`config.mk`:
```
export PLATFORM = sky130hd
export DESIGN_NAME = basic_interval_timer
export DESIGN_NICKNAME = d
export VERILOG_FILES = /design/src/common/interval_timer_pkg.sv /design/src/common/reg_access_if.sv /design/src/hdl/axil_reg_slave.sv /design/src/hdl/match_compare.sv /design/src/hdl/basic_interval_timer.sv
export SDC_FILE = /design/constraint.sdc
export NUM_CORES = 1
export LEC_CHECK = 0
export ABC_CLOCK_PERIOD_IN_PS = 2400
export BUFFER_PORTS_ARGS = -buffer_cell sky130_fd_sc_hd__buf_4
export CAP_MARGIN = 20
export CORE_ASPECT_RATIO = 0.75
export CORE_UTILIZATION = 33
export CTS_CLUSTER_DIAMETER = 40
export DETAILED_ROUTE_END_ITERATION = 8
export SYNTH_ARGS = -nofsm -noshare
export SYNTH_HDL_FRONTEND = slang
export SYNTH_SLANG_ARGS = --single-unit
```
`constraint.sdc`:
```
create_clock -name clock_i -period 2.4 [get_ports clock_i]
set_clock_uncertainty 0.2 [all_clocks]
set_input_delay 0.48 -clock clock_i [delete_from_list [all_inputs] [get_ports clock_i]]
set_output_delay 0.48 -clock clock_i [all_outputs]
set_load 0.01 [all_outputs]
```
`src/common/interval_timer_pkg.sv`:
```
// Constants and register map of the 32-bit interval timer
package interval_timer_pkg;
   // ----------------------------------------
   // Register offsets
   // ----------------------------------------
   localparam logic [3:0] CTRL_OFFSET = 4'h0;
   localparam logic [3:0] STATUS_OFFSET = 4'h4;
   localparam logic [3:0] COUNT_OFFSET = 4'h8;
   localparam logic [3:0] COMPARE_OFFSET = 4'hC;
   // ----------------------------------------
   // Field positions, reset values and bus response codes
   // ----------------------------------------
   localparam int IRQ_EN_BIT = 0;
   localparam int ONE_SHOT_BIT = 1;
   localparam int RUN_EN_BIT = 2;
   localparam int FLAG_BIT = 0;
   localparam logic [31:0] COUNT_RESET = 32'h0000_0000;
   localparam logic [31:0] COMPARE_RESET = 32'hFFFF_FFFF;
   localparam logic [1:0] RESP_OKAY = 2'h0;
   localparam logic [1:0] RESP_SLVERR = 2'h2;
endpackage

```
`src/common/reg_access_if.sv`:
```
// Register access strobes between bus slave and timer core
`timescale 1ns/1ns
`default_nettype none
interface reg_access_if;
   logic wr_en;
   logic [3:0] wr_addr;
   logic [31:0] wr_data;
   logic [3:0] wr_strb;
   logic [3:0] rd_addr;
   logic [31:0] rd_data;
   logic rd_hit;
   logic wr_hit;
   modport bus (output wr_en, wr_addr, wr_data, wr_strb, rd_addr, input rd_data, rd_hit, wr_hit);
   modport core (input wr_en, wr_addr, wr_data, wr_strb, rd_addr, output rd_data, rd_hit, wr_hit);
endinterface
`default_nettype wire

```
`src/hdl/axil_reg_slave.sv`:
```
// AXI4-Lite slave producing register strobes
`timescale 1ns/1ns
`default_nettype none
module axil_reg_slave (
   input wire logic clock_i,
   input wire logic rst_n_i,
   input wire logic [31:0] awaddr_i,
   input wire logic awvalid_i,
   output logic awready_o,
   input wire logic [31:0] wdata_i,
   input wire logic [3:0] wstrb_i,
   input wire logic wvalid_i,
   output logic wready_o,
   output logic [1:0] bresp_o,
   output logic bvalid_o,
   input wire logic bready_i,
   input wire logic [31:0] araddr_i,
   input wire logic arvalid_i,
   output logic arready_o,
   output logic [31:0] rdata_o,
   output logic [1:0] rresp_o,
   output logic rvalid_o,
   input wire logic rready_i,
   reg_access_if.bus regs
);
   logic aw_held_q;
   logic w_held_q;
   logic [31:0] awaddr_q;
   logic [31:0] wdata_q;
   logic [3:0] wstrb_q;
   logic do_write;

   // ----------------------------------------
   // Write channel
   // ----------------------------------------
   // Address and data are latched independently, in either order
   assign awready_o = !aw_held_q && !bvalid_o;
   assign wready_o = !w_held_q && !bvalid_o;
   assign do_write = aw_held_q && w_held_q && !bvalid_o;
   // Out-of-range writes answer with an error and touch no register
   assign regs.wr_en = do_write && awaddr_q[31:4] == 28'h0000000;
   assign regs.wr_addr = awaddr_q[3:0];
   assign regs.wr_data = wdata_q;
   assign regs.wr_strb = wstrb_q;

   always_ff @(posedge clock_i) begin
      if (!rst_n_i) begin
         aw_held_q <= 1'b0;
         awaddr_q <= 32'h0000_0000;
      end else if (awvalid_i && awready_o) begin
         aw_held_q <= 1'b1;
         awaddr_q <= awaddr_i;
      end else if (do_write) begin
         aw_held_q <= 1'b0;
      end
   end

   always_ff @(posedge clock_i) begin
      if (!rst_n_i) begin
         w_held_q <= 1'b0;
         wdata_q <= 32'h0000_0000;
         wstrb_q <= 4'h0;
      end else if (wvalid_i && wready_o) begin
         w_held_q <= 1'b1;
         wdata_q <= wdata_i;
         wstrb_q <= wstrb_i;
      end else if (do_write) begin
         w_held_q <= 1'b0;
      end
   end

   always_ff @(posedge clock_i) begin
      if (!rst_n_i) begin
         bvalid_o <= 1'b0;
         bresp_o <= interval_timer_pkg::RESP_OKAY;
      end else if (do_write) begin
         bvalid_o <= 1'b1;
         bresp_o <= (regs.wr_hit && awaddr_q[31:4] == 28'h0000000) ?
            interval_timer_pkg::RESP_OKAY : interval_timer_pkg::RESP_SLVERR;
      end else if (bready_i) begin
         bvalid_o <= 1'b0;
      end
   end

   // ----------------------------------------
   // Read channel
   // ----------------------------------------
   assign arready_o = !rvalid_o;
   assign regs.rd_addr = araddr_i[3:0];

   always_ff @(posedge clock_i) begin
      if (!rst_n_i) begin
         rvalid_o <= 1'b0;
         rdata_o <= 32'h0000_0000;
         rresp_o <= interval_timer_pkg::RESP_OKAY;
      end else if (arvalid_i && arready_o) begin
         rvalid_o <= 1'b1;
         if (regs.rd_hit && araddr_i[31:4] == 28'h0000000) begin
            rdata_o <= regs.rd_data;
            rresp_o <= interval_timer_pkg::RESP_OKAY;
         end else begin
            rdata_o <= 32'h0000_0000;
            rresp_o <= interval_timer_pkg::RESP_SLVERR;
         end
      end else if (rready_i) begin
         rvalid_o <= 1'b0;
      end
   end
endmodule
`default_nettype wire

```
`src/hdl/match_compare.sv`:
```
// Equality comparator of count against compare value
`timescale 1ns/1ns
`default_nettype none
module match_compare (
   input wire logic [31:0] count_i,
   input wire logic [31:0] compare_i,
   output logic match_o
);
   assign match_o = (count_i == compare_i);
endmodule
`default_nettype wire

```
`src/hdl/basic_interval_timer.sv`:
```
// Top of the 32-bit interval timer with AXI4-Lite registers
//
// The register addresses and the AXI4-Lite register port are this design's own decisions.
`timescale 1ns/1ns
`default_nettype none
module basic_interval_timer (
   input wire logic clock_i,
   input wire logic rst_n_i,
   input wire logic [31:0] awaddr_i,
   input wire logic awvalid_i,
   output logic awready_o,
   input wire logic [31:0] wdata_i,
   input wire logic [3:0] wstrb_i,
   input wire logic wvalid_i,
   output logic wready_o,
   output logic [1:0] bresp_o,
   output logic bvalid_o,
   input wire logic bready_i,
   input wire logic [31:0] araddr_i,
   input wire logic arvalid_i,
   output logic arready_o,
   output logic [31:0] rdata_o,
   output logic [1:0] rresp_o,
   output logic rvalid_o,
   input wire logic rready_i,
   output logic irq_o,
   output logic adc_trigger_o
);
   reg_access_if regs ();

   logic match_irq_enable_q;
   logic one_shot_select_q;
   logic counter_run_enable_q;
   logic match_flag_q;
   logic [31:0] count_q;
   logic [31:0] count_d;
   logic [31:0] compare_q;
   logic match;
   logic match_event;
   logic wr_ctrl;
   logic wr_status;
   logic wr_count;
   logic wr_compare;
   // Next values and helpers
   logic match_irq_enable_d;
   logic one_shot_select_d;
   logic counter_run_enable_d;
   logic match_flag_d;
   logic [31:0] compare_d;
   logic [31:0] count_plus_one;
   logic [31:0] count_step;
   logic [31:0] count_merged;
   logic [31:0] compare_merged;
   logic [31:0] ctrl_word;
   logic [31:0] status_word;
   logic ctrl_lane0;
   logic status_lane0;
   logic flag_clear;
   logic one_shot_stop;

   // ----------------------------------------
   // Bus slave
   // ----------------------------------------
   axil_reg_slave u_slave (
      .clock_i(clock_i),
      .rst_n_i(rst_n_i),
      .awaddr_i(awaddr_i),
      .awvalid_i(awvalid_i),
      .awready_o(awready_o),
      .wdata_i(wdata_i),
      .wstrb_i(wstrb_i),
      .wvalid_i(wvalid_i),
      .wready_o(wready_o),
      .bresp_o(bresp_o),
      .bvalid_o(bvalid_o),
      .bready_i(bready_i),
      .araddr_i(araddr_i),
      .arvalid_i(arvalid_i),
      .arready_o(arready_o),
      .rdata_o(rdata_o),
      .rresp_o(rresp_o),
      .rvalid_o(rvalid_o),
      .rready_i(rready_i),
      .regs(regs)
   );

   // ----------------------------------------
   // Comparator
   // ----------------------------------------
   match_compare u_cmp (
      .count_i(count_q),
      .compare_i(compare_q),
      .match_o(match)
   );

   // ----------------------------------------
   // Address decode
   // ----------------------------------------
   assign wr_ctrl = regs.wr_en && regs.wr_addr == interval_timer_pkg::CTRL_OFFSET;
   assign wr_status = regs.wr_en && regs.wr_addr == interval_timer_pkg::STATUS_OFFSET;
   assign wr_count = regs.wr_en && regs.wr_addr == interval_timer_pkg::COUNT_OFFSET;
   assign wr_compare = regs.wr_en && regs.wr_addr == interval_timer_pkg::COMPARE_OFFSET;
   assign regs.wr_hit = regs.wr_addr[1:0] == 2'h0;
   assign regs.rd_hit = regs.rd_addr[1:0] == 2'h0;
   // Control and status fields sit in byte lane 0 only
   assign ctrl_lane0 = wr_ctrl && regs.wr_strb[0];
   assign status_lane0 = wr_status && regs.wr_strb[0];

   // ----------------------------------------
   // Read words
   // ----------------------------------------
   // Unused bits read as zero
   always_comb begin
      ctrl_word = 32'h0000_0000;
      ctrl_word[interval_timer_pkg::IRQ_EN_BIT] = match_irq_enable_q;
      ctrl_word[interval_timer_pkg::ONE_SHOT_BIT] = one_shot_select_q;
      ctrl_word[interval_timer_pkg::RUN_EN_BIT] = counter_run_enable_q;
   end

   always_comb begin
      status_word = 32'h0000_0000;
      status_word[interval_timer_pkg::FLAG_BIT] = match_flag_q;
   end

   always_comb begin
      regs.rd_data = 32'h0000_0000;
      case (regs.rd_addr)
         interval_timer_pkg::CTRL_OFFSET: regs.rd_data = ctrl_word;
         interval_timer_pkg::STATUS_OFFSET: regs.rd_data = status_word;
         interval_timer_pkg::COUNT_OFFSET: regs.rd_data = count_q;
         interval_timer_pkg::COMPARE_OFFSET: regs.rd_data = compare_q;
         default: regs.rd_data = 32'h0000_0000;
      endcase
   end

   // ----------------------------------------
   // Match event
   // ----------------------------------------
   // Only a running counter matches, so a held equal count does not refire
   assign match_event = match && counter_run_enable_q;
   assign one_shot_stop = match_event && one_shot_select_q;
   assign flag_clear = status_lane0 && !regs.wr_data[interval_timer_pkg::FLAG_BIT];

   // ----------------------------------------
   // Byte lanes
   // ----------------------------------------
   // A written lane takes bus data, the others keep their own next value
   for (genvar lane = 0; lane < 4; lane++) begin : g_lane
      logic [7:0] count_byte;
      logic [7:0] compare_byte;
      always_comb begin
         count_byte = count_step[lane*8 +: 8];
         compare_byte = compare_q[lane*8 +: 8];
         if (regs.wr_strb[lane]) begin
            count_byte = regs.wr_data[lane*8 +: 8];
            compare_byte = regs.wr_data[lane*8 +: 8];
         end
      end
      assign count_merged[lane*8 +: 8] = count_byte;
      assign compare_merged[lane*8 +: 8] = compare_byte;
   end

   // ----------------------------------------
   // Counter step
   // ----------------------------------------
   // Reload on a match, else advance while enabled
   assign count_plus_one = count_q + 32'h0000_0001;

   always_comb begin
      count_step = count_q;
      if (match_event) begin
         count_step = 32'h0000_0000;
      end else if (counter_run_enable_q) begin
         count_step = count_plus_one;
      end
   end

   // ----------------------------------------
   // Counter load
   // ----------------------------------------
   // Written lanes override the step, so a write beats a same-cycle reload
   always_comb begin
      count_d = count_step;
      if (wr_count) begin
         count_d = count_merged;
      end
   end

   always_ff @(posedge clock_i) begin
      if (!rst_n_i) begin
         count_q <= interval_timer_pkg::COUNT_RESET;
      end else begin
         count_q <= count_d;
      end
   end

   // ----------------------------------------
   // Compare value
   // ----------------------------------------
   // Rewritten lane by lane like the count
   always_comb begin
      compare_d = compare_q;
      if (wr_compare) begin
         compare_d = compare_merged;
      end
   end

   always_ff @(posedge clock_i) begin
      if (!rst_n_i) begin
         compare_q <= interval_timer_pkg::COMPARE_RESET;
      end else begin
         compare_q <= compare_d;
      end
   end

   // ----------------------------------------
   // Interrupt enable
   // ----------------------------------------
   // Gates only the request, the flag still sets
   always_comb begin
      match_irq_enable_d = match_irq_enable_q;
      if (ctrl_lane0) begin
         match_irq_enable_d = regs.wr_data[interval_timer_pkg::IRQ_EN_BIT];
      end
   end

   always_ff @(posedge clock_i) begin
      if (!rst_n_i) begin
         match_irq_enable_q <= 1'b0;
      end else begin
         match_irq_enable_q <= match_irq_enable_d;
      end
   end

   // ----------------------------------------
   // Mode select
   // ----------------------------------------
   // Zero selects repetitive mode
   always_comb begin
      one_shot_select_d = one_shot_select_q;
      if (ctrl_lane0) begin
         one_shot_select_d = regs.wr_data[interval_timer_pkg::ONE_SHOT_BIT];
      end
   end

   always_ff @(posedge clock_i) begin
      if (!rst_n_i) begin
         one_shot_select_q <= 1'b0;
      end else begin
         one_shot_select_q <= one_shot_select_d;
      end
   end

   // ----------------------------------------
   // Run enable
   // ----------------------------------------
   // Software write wins over a same-cycle one-shot stop
   always_comb begin
      counter_run_enable_d = counter_run_enable_q;
      if (ctrl_lane0) begin
         counter_run_enable_d = regs.wr_data[interval_timer_pkg::RUN_EN_BIT];
      end else if (one_shot_stop) begin
         counter_run_enable_d = 1'b0;
      end
   end

   always_ff @(posedge clock_i) begin
      if (!rst_n_i) begin
         counter_run_enable_q <= 1'b0;
      end else begin
         counter_run_enable_q <= counter_run_enable_d;
      end
   end

   // ----------------------------------------
   // Match flag
   // ----------------------------------------
   // Set wins over a same-cycle clear so no match is lost
   always_comb begin
      match_flag_d = match_flag_q;
      if (match_event) begin
         match_flag_d = 1'b1;
      end else if (flag_clear) begin
         match_flag_d = 1'b0;
      end
   end

   always_ff @(posedge clock_i) begin
      if (!rst_n_i) begin
         match_flag_q <= 1'b0;
      end else begin
         match_flag_q <= match_flag_d;
      end
   end

   // ----------------------------------------
   // Outputs
   // ----------------------------------------
   // Levels, held until software clears the flag; irq_o also drops when its enable is cleared
   assign irq_o = match_flag_q && match_irq_enable_q;
   assign adc_trigger_o = match_flag_q;
endmodule
`default_nettype wire

```
Word-level counts from Yosys, hierarchy flattened
Cells that the tools add are included.
- output and inout port bits: 43
- bits of input ports: 107
- bits in registers: 176
- word-level logic and storage cells: 90
- eq/ne operators: 7
- reduce and logical (&&, ||, !) cells: 41
- add/sub/neg operators: 1
- multiplexer cells: 22
- operators with widths (operator ; number):
    $mux W32 ; 4
    $pmux W32 S4 ; 1
    $logic_not A28 Y1 ; 2
    $add A32 B1 Y32 const B ; 1
    $eq A32 B32 Y1 ; 1
    $mux W8 ; 4
    $logic_and A1 B1 Y1 ; 20
    $eq A4 B4 Y1 const B ; 4
    $reduce_bool A2 Y1 ; 6
    $mux W1 ; 11
    $eq A4 B3 Y1 const B ; 2
    $logic_not A4 Y1 ; 2
    $reduce_and A2 Y1 ; 4
    $logic_not A1 Y1 ; 5
    $logic_not A2 Y1 ; 2
    $mux W2 ; 2

Depth between registers and ports, before layout
Gate-level depths: netlist of run 1.
- depth after elaboration: 8
- depth in mapped cells: 9
- gate-level depth less buffers: 7

Cells and area by module
Synthesis of run 1 repeated with hierarchy kept, for this count alone.
- cells, all modules: 1024
- area, all modules: 8650.8 µm²
- modules (own cells, without submodules) (module ; instances ; cells each ; area an instance (µm²) ; sequential area each (µm²)):
    axil_reg_slave ; 1 ; 503 ; 4525.6 ; 2122.0
    basic_interval_timer ; 1 ; 478 ; 3778.6 ; 1361.3
    match_compare ; 1 ; 43 ; 346.6 ; 0.0

Worst setup path after synthesis of run 1
No wires, ideal clock.
- kind: input -> register
- start: input araddr_i[3]
- end: register u_slave.rdata_o[21]
- path buffers: 3
- required time: 2.141 ns
- cell stages on the path: 7
- library setup time: 0.059 ns
- path slack: 0.246 ns
- data arrival time: 1.895 ns
- cells stage by stage: buf_2 nor4b_1 clkbuf_1 clkbuf_1 a22oi_1 o21ai_0 and2_1
- longest elaborated chain between the ends: 3
- elaborated cells between the ends (all ways): 6
- classes of those cells: eq/ne (3); mux (2); reduce/logical (1)
- ends and longest elaborated chain (what ; line ; source):
    start: declaration ; basic_interval_timer.sv:19 ; input wire logic [31:0] araddr_i,
    $eq A4 B4 Y1 (tied with other cells) ; basic_interval_timer.sv:127 ; case (regs.rd_addr)
    $pmux W32 S4 (*) ; basic_interval_timer.sv:127 ;
    $mux W32 (*) ; axil_reg_slave.sv:98 ; if (regs.rd_hit && araddr_i[31:4] == 28'h0000000) begin
    end signal: assignment ; axil_reg_slave.sv:99 ; rdata_o <= regs.rd_data;
    end: declaration ; axil_reg_slave.sv:20 ; output logic [31:0] rdata_o,
Mark *: on every way between the ends. The rest lies on a longest branch, timed or not.
A chain may end at the register's enable or synchronous reset.

Final worst setup path of run 1
- start: register count_q[0]
- end: register count_q[24]
- longest elaborated chain between the ends: 5
- elaborated cells between the ends (all ways): 7
- classes of those cells: add/sub (1); eq/ne (1); mux (4); reduce/logical (1)
- ends and longest elaborated chain (what ; line ; source):
    start: declaration ; basic_interval_timer.sv:35 ; logic [31:0] count_q;
    start signal: assignment ; basic_interval_timer.sv:191 ; count_q <= interval_timer_pkg::COUNT_RESET;
    start signal: assignment ; basic_interval_timer.sv:193 ; count_q <= count_d;
    $add A32 B1 Y32 / $eq A32 B32 Y1 (equally long branches) ; basic_interval_timer.sv:167, match_compare.sv:9 ;
    $mux W32 / $logic_and A1 B1 Y1 (equally long branches) ; basic_interval_timer.sv:173, basic_interval_timer.sv:140 ;
    $mux W32 (*) ; basic_interval_timer.sv:171 ; if (match_event) begin
    $mux W8 ; basic_interval_timer.sv:154 ; if (regs.wr_strb[lane]) begin
    $mux W32 (*) ; basic_interval_timer.sv:184 ; if (wr_count) begin
Marked as above.

==> results of run 1 <==
Yosys cell counts (5+ instances only):
| master | count | area, um2 |
|---|---|---|
| nor2_1 | 13 | 48.8 |
| nand3_1 | 46 | 230 |
| and3_1 | 8 | 50.1 |
| nand4_2 | 5 | 62.6 |
| a21boi_0 | 93 | 698 |
| inv_1 | 5 | 18.8 |
| buf_2 | 11 | 55.1 |
| dfxtp_1 | 174 | 3480 |
| nor2b_1 | 6 | 37.5 |
| nand2_1 | 259 | 972 |
| nor3_1 | 9 | 45.0 |
| nand4_1 | 20 | 125 |
| a22oi_1 | 29 | 218 |
| o22ai_1 | 6 | 37.5 |
| clkbuf_1 | 55 | 206 |
| xnor2_1 | 47 | 412 |
| nand2b_1 | 5 | 31.3 |
| xor2_1 | 16 | 140 |
| nor4_1 | 18 | 113 |
| and2_1 | 33 | 206 |
| mux2i_1 | 35 | 350 |
| o21ai_0 | 32 | 160 |
sequential cells by signal (all words and copies together) (netlist names):
register and cells:
u_slave.w_held_q 1, compare_q 32, adc_trigger_o 1, u_slave.bresp_o 1, u_slave.rvalid_o 1, u_slave.rresp_o 1, one_shot_select_q 1, count_q 32
u_slave.regs.wr_data 32, u_slave.awaddr_q 32, counter_run_enable_q 1, u_slave.rdata_o 32, u_slave.regs.wr_strb 4, match_irq_enable_q 1, u_slave.aw_held_q 1, u_slave.bvalid_o 1
timing repair:
action,4_1_cts,5_1_grt
hold endpoints to repair,0,0
gates resized for setup,0,2
endpoints found under the setup margin,0,4
path summary, 6_finish.rpt:
path                         from                   end  cells after the start
max                    count_q[0]           count_q[24]                      7
min                     arvalid_i      u_slave.rvalid_o                      2
max reg2reg            count_q[0]           count_q[24]                      7
min reg2reg  u_slave.awaddr_q[16]  u_slave.awaddr_q[16]                      2
metrics by stage:
step | total power, mW | hold slack (ps) | cell area, um2 | worst slack [ps]
2_1_floorplan | 3.34 | 243 | 8090 | 246
3_3_place_gp | 3.61 | 252 | 9690 | 152
3_5_place_dp | 3.62 | 257 | 9690 | 112
4_1_cts | 6.53 | 66.5 | 10300 | 160
5_1_grt | 6.72 | 74.3 | 10300 | 9.44
6_report | 6.47 | 76.6 | 10300 | 149
cell usage in the layout, fill, tap and decap left out, types with 6 or more instances in the layout:
master	instances
a21boi_0	93
a22oi_1	29
and2_1	33
and3_1	6
buf_12	7
buf_4	185
clkbuf_16	17
dfxtp_1	174
mux2i_1	35
nand2_1	259
nand3_1	46
nand4_1	20
nor2_1	13
nor3_1	8
nor4_1	18
o21ai_0	32
o22ai_1	6
xnor2_1	47
xor2_1	16
cell type report:
class | instances | area [um2] | share of cell area [%]
Multi-Input combinational cell | 710 | 4250 | 41.2
Sequential cell | 174 | 3480 | 33.8
Timing Repair Buffer | 192 | 1530 | 14.8
Clock buffer | 21 | 450 | 4.37
Tap cell | 331 | 414 | 4.02
Clock inverter | 11 | 164 | 1.59
Inverter | 5 | 18.8 | 0.182
worst max-delay path: cells and delay by family (launching register included):
family,cells,cell delay [ps]
and+or+nand+nor,4,1080
DFF,1,430
adders and majority gates,1,200
AOI/OAI and AO/OA,1,170
xor gates and xnor gates,1,80
cells by family after synthesis:
group | after synthesis | share of synthesized area (%)
XOR/XNOR | 63 | 6.82
other | 1 | 0.0464
buffers and inverters | 81 | 4.61
multiplexers | 37 | 4.75
adder cells (fa/ha/maj) | 1 | 0.155
AO/OA/AOI/OAI | 169 | 14.7
flip-flops | 174 | 43.1
AND/OR/NAND/NOR | 438 | 25.9
power by group:
part / switching [mW] / internal [mW]
sequential: 0.0678 / 2.97
clock: 1.15 / 1.77
combinational: 0.268 / 0.247
total: 1.49 / 4.98
layer usage:
layer / part of all wire [%] / routed length, um
met1: 52 / 11800
met2: 42 / 9460
met3: 5.8 / 1320
met4: 0.62 / 142
met5: 0 / 0
==> impl_metrics.tcl, run 1 <==
set metrics [dict create \
    crit_type "flop to flop" \
    synth_cells 964 \
    synth_edf_count 0 \
    firstDrtPassIters 5 \
    grtUsageMet2_pct 27.0 \
    syn_area_um2 8090 \
    numClockSinks 174 \
    grt_pass1_vias 6478 \
    top_usage_layer "met1" \
    core_area_um2 24000 \
    ys_seq_area_share_pct 43.1 \
    cap_violations 0 \
    fin_nets 1208 \
    p_per_area_nw_per_um2 628 \
    start_kind "flop" \
    clk_pin_slew_worst_paths_ps 70 \
    drv_slew 0 \
    grt_usage_pct 18.4 \
    gr-total-overflow 0 \
    grt_pass1_wl_um 35800 \
    die-area_um2 25100 \
    port_buffers 147 \
    synth_ff_type "dfxtp_1" \
    via_per_inst 4.86 \
    postRouteAntennaNets 0 \
    min_period_ps 2250 \
    post_cts_buffers 0 \
    worstHoldPathType "input pin to flop" \
    worstSkewPairLatency_ps 430 \
    hold_viol 0 \
    cp_slowest_cell "or3_1" \
    rows 49 \
    worstPathMaxFanout 5 \
    worstPathArrival_ps 2380 \
    required_ps 2530 \
    vias 7019 \
    clk_path_buf_depth 2 \
    placed_cells 1412 \
    path_cells "ha_1 > nand4_1 > or3_1 > nor2_1 > xor2_1 > and3_1 > o21a_1" \
    initial_core_util_pct 33.7 \
    fillCellCount 2418 \
    slew_headroom_pct 63.2 \
    die_w_um 183 \
    gp_congestion 0.899 \
    drive_gt1_share_pct 21.7 \
    synthToLayoutAreaGrowth_pct 27.5 \
    wl_per_cell_um 15.7 \
    tightest_slew_ps 551 \
    h-tree-depth 4 \
    grt_setup_unrepaired "no" \
    first_iter_violations 472 \
    final_util_pct 42.9 \
    ios 150 \
    cts-root-buf "clkbuf_16" \
    peakVddDrop_mv 0.432 \
    p_leak_nw 4.20 \
    ys_async_sr_fraction_pct 0 \
    drt-total-wl_um 22700 \
    reg2reg_slack_ps 150 \
    drc 0 \
    die_y_um 138 \
    grt_use_met1_pct 27.7 \
    holdBufCountCts 0 \
    setup-violations-final 0 \
    setup_tns_ps 0 \
    yosysWarnings 0 \
    post_synth.cell_area_avg_um2 8.39 \
    insertedDiodeCount 0 \
    period_share_pct 93.8 \
    antenna_found_initial 0 \
    grt_use_met3_pct 3.38 \
    grt_max_degree 55 \
    fin_cells 1444 \
    hpwl_um 16200 \
    cp-end-kind "flop" \
    synth_seq_cells 174 \
    status "finished clean" \
    cts_tree "done" \
    critPathMaxStageDelay_ps 540 \
    yosysUniqueCellTypes 49 \
    max_freq_mhz 444 \
    cts_buffers 17 \
]
No activity file was read; power rests on OpenSTA's default activity.
==> inputs of run 2 (changes only) <==
--- a/config.mk
+++ b/config.mk
@@ -9,9 +9,10 @@
 export BUFFER_PORTS_ARGS = -buffer_cell sky130_fd_sc_hd__buf_4
 export CAP_MARGIN = 20
 export CORE_ASPECT_RATIO = 0.75
-export CORE_UTILIZATION = 33
+export CORE_UTILIZATION = 56
 export CTS_CLUSTER_DIAMETER = 40
 export DETAILED_ROUTE_END_ITERATION = 8
+export PLACE_DENSITY = 0.8
 export SYNTH_ARGS = -nofsm -noshare
 export SYNTH_HDL_FRONTEND = slang
 export SYNTH_SLANG_ARGS = --single-unit
==> run 2 against run 1 <==
Register-to-register slack worse by 60 ps. Non-clock buffer count fell by 11. Hold slack better by 1.3 ps. Wire length decreased by 7.5%. Die area shrank 41%. Final cell count down 12%. Global-route usage is 10 points higher. Sequential share of layout area up 0.79 points. Via count grew 3.2%. Total power is 1.2% higher. Maximum frequency is 2.8% lower. Count of clock-buffer cells in the layout fell by 3. Largest cell class unchanged. Largest power group unchanged.
==> impl_metrics.tcl, run 2 (synthesized netlist as in run 1, its figures left out) <==
set metrics [dict create \
    tightest_slew_ps 535 \
    worstSkewPairLatency_ps 430 \
    vias 7246 \
    fin_area_um2 10100 \
    firstDrtPassIters 6 \
    drt-total-wl_um 21000 \
    drc 0 \
    gp_congestion 0.887 \
    via_per_inst 5.67 \
    worstPathMaxFanout 7 \
    holdBufCountCts 0 \
    die_w_um 141 \
    placed_area_um2 9390 \
    clk_pin_slew_worst_paths_ps 70 \
    drive_gt1_share_pct 21.8 \
    post_cts_resized 0 \
    die-area_um2 14900 \
    slew_headroom_pct 64.2 \
    cts_buffers 17 \
    hold_depth 2 \
    initial_core_util_pct 58.2 \
    grt_usage_pct 28.8 \
    insertedDiodeCount 0 \
    grt_pass1_vias 6709 \
    antenna_found_initial 1 \
    power.total_mw 6.55 \
    final_common_cell "nand2_1" \
    grt_setup_unrepaired "no" \
    setup_tns_ps 0 \
    clk_path_buf_depth 2 \
    rows 37 \
    worstHoldPathType "input pin to flop" \
    fin_nets 1197 \
    cts-root-buf "clkbuf_16" \
    p_per_area_nw_per_um2 650 \
    period_share_pct 96.5 \
    worstPathArrival_ps 2460 \
    layout_setup_ws_ps 84.9 \
    fillCellCount 1064 \
    post_cts_buffers 0 \
    drv_slew 0 \
    first_iter_violations 619 \
    crit_type "flop to flop" \
    h-tree-depth 4 \
    start_kind "flop" \
    postRouteAntennaNets 0 \
    synthToLayoutAreaGrowth_pct 24.6 \
    grt_pass1_wl_um 33900 \
    reg2reg_slack_ps 80 \
    hold_viol 0 \
    required_ps 2550 \
    mostFrequentLayoutCells "nand2_1, buf_4, dfxtp_1" \
    status "finished clean" \
    numClockSinks 174 \
    dp_slack_ps 122 \
    setup-violations-final 0 \
    min_period_ps 2320 \
    die_y_um 106 \
    max_freq_mhz 432 \
    core_area_um2 13900 \
    grt_max_degree 74 \
    hpwl_um 14400 \
    r2r_cells 6 \
    cp-end-kind "flop" \
    peakVddDrop_mv 0.523 \
    port_buffers 147 \
    ios 150 \
    gr-total-overflow 0 \
    p_leak_nw 4.15 \
    cap_violations 0 \
    wl_per_cell_um 16.5 \
    final_util_pct 72.5 \
    cts_tree "done" \
]
## run 2: cell types whose count changed in the layout (fill, tap and decap cells not counted), moves of 2 or more
cell,previous run,this run
nor4_1,18,15
nand3_2,0,2
clkinv_2,4,1
nor4_2,0,3
inv_6,1,6
buf_4,185,176
buf_12,7,5
nand3_1,46,44
clkbuf_1,3,0
## run 2: area by class of cell
type / instances / area [um2] / share of cell area, %
multi-input cells: 710 / 4290 / 42.6
repair buffers: 181 / 1420 / 14.1
clock buffers: 18 / 439 / 4.36
clock inverters: 14 / 200 / 1.99
inverters: 5 / 18.8 / 0.186
flip-flops and latches: 174 / 3480 / 34.6
well taps: 175 / 219 / 2.17
## run 2: metal layers
layer / share of wire (%) / GRT usage [%] / routed length (um)
met1: 47 / 41.2 / 9900
met2: 44 / 43.9 / 9240
met3: 7.6 / 5.50 / 1610
met4: 1.3 / 9.08 / 271
met5: 0.081 / 0 / 17
## run 2: power breakdown
part / total, mW / switching [mW] / internal (mW)
Clock: 3.01 / 1.22 / 1.79
Sequential: 3.04 / 0.0695 / 2.97
Combinational: 0.496 / 0.255 / 0.241
## run 2: metrics by stage
stage / instances / hold slack [ps]
after CTS: 1277 / 65.3
after detailed placement: 1245 / 258
final: 1277 / 77.9
after global placement: 1245 / 252
after floorplan: 965 / 243
after global routing: 1277 / 92.6
## run 2: final timing paths
| kind | startpoint | end |
|---|---|---|
| max reg2reg | count_q[16] | count_q[30] |
| min reg2reg | u_slave.awaddr_q[17] | u_slave.awaddr_q[17] |
| max | count_q[16] | count_q[30] |
| min | arvalid_i | u_slave.rvalid_o |
## run 2: critical path: stages (launching register included)
cell and delay (ps):
dfxtp_1 480, nand4_2 180, or4_4 650, nor4_4 250, xor2_1 210, nand2_1 80, o22ai_1 180
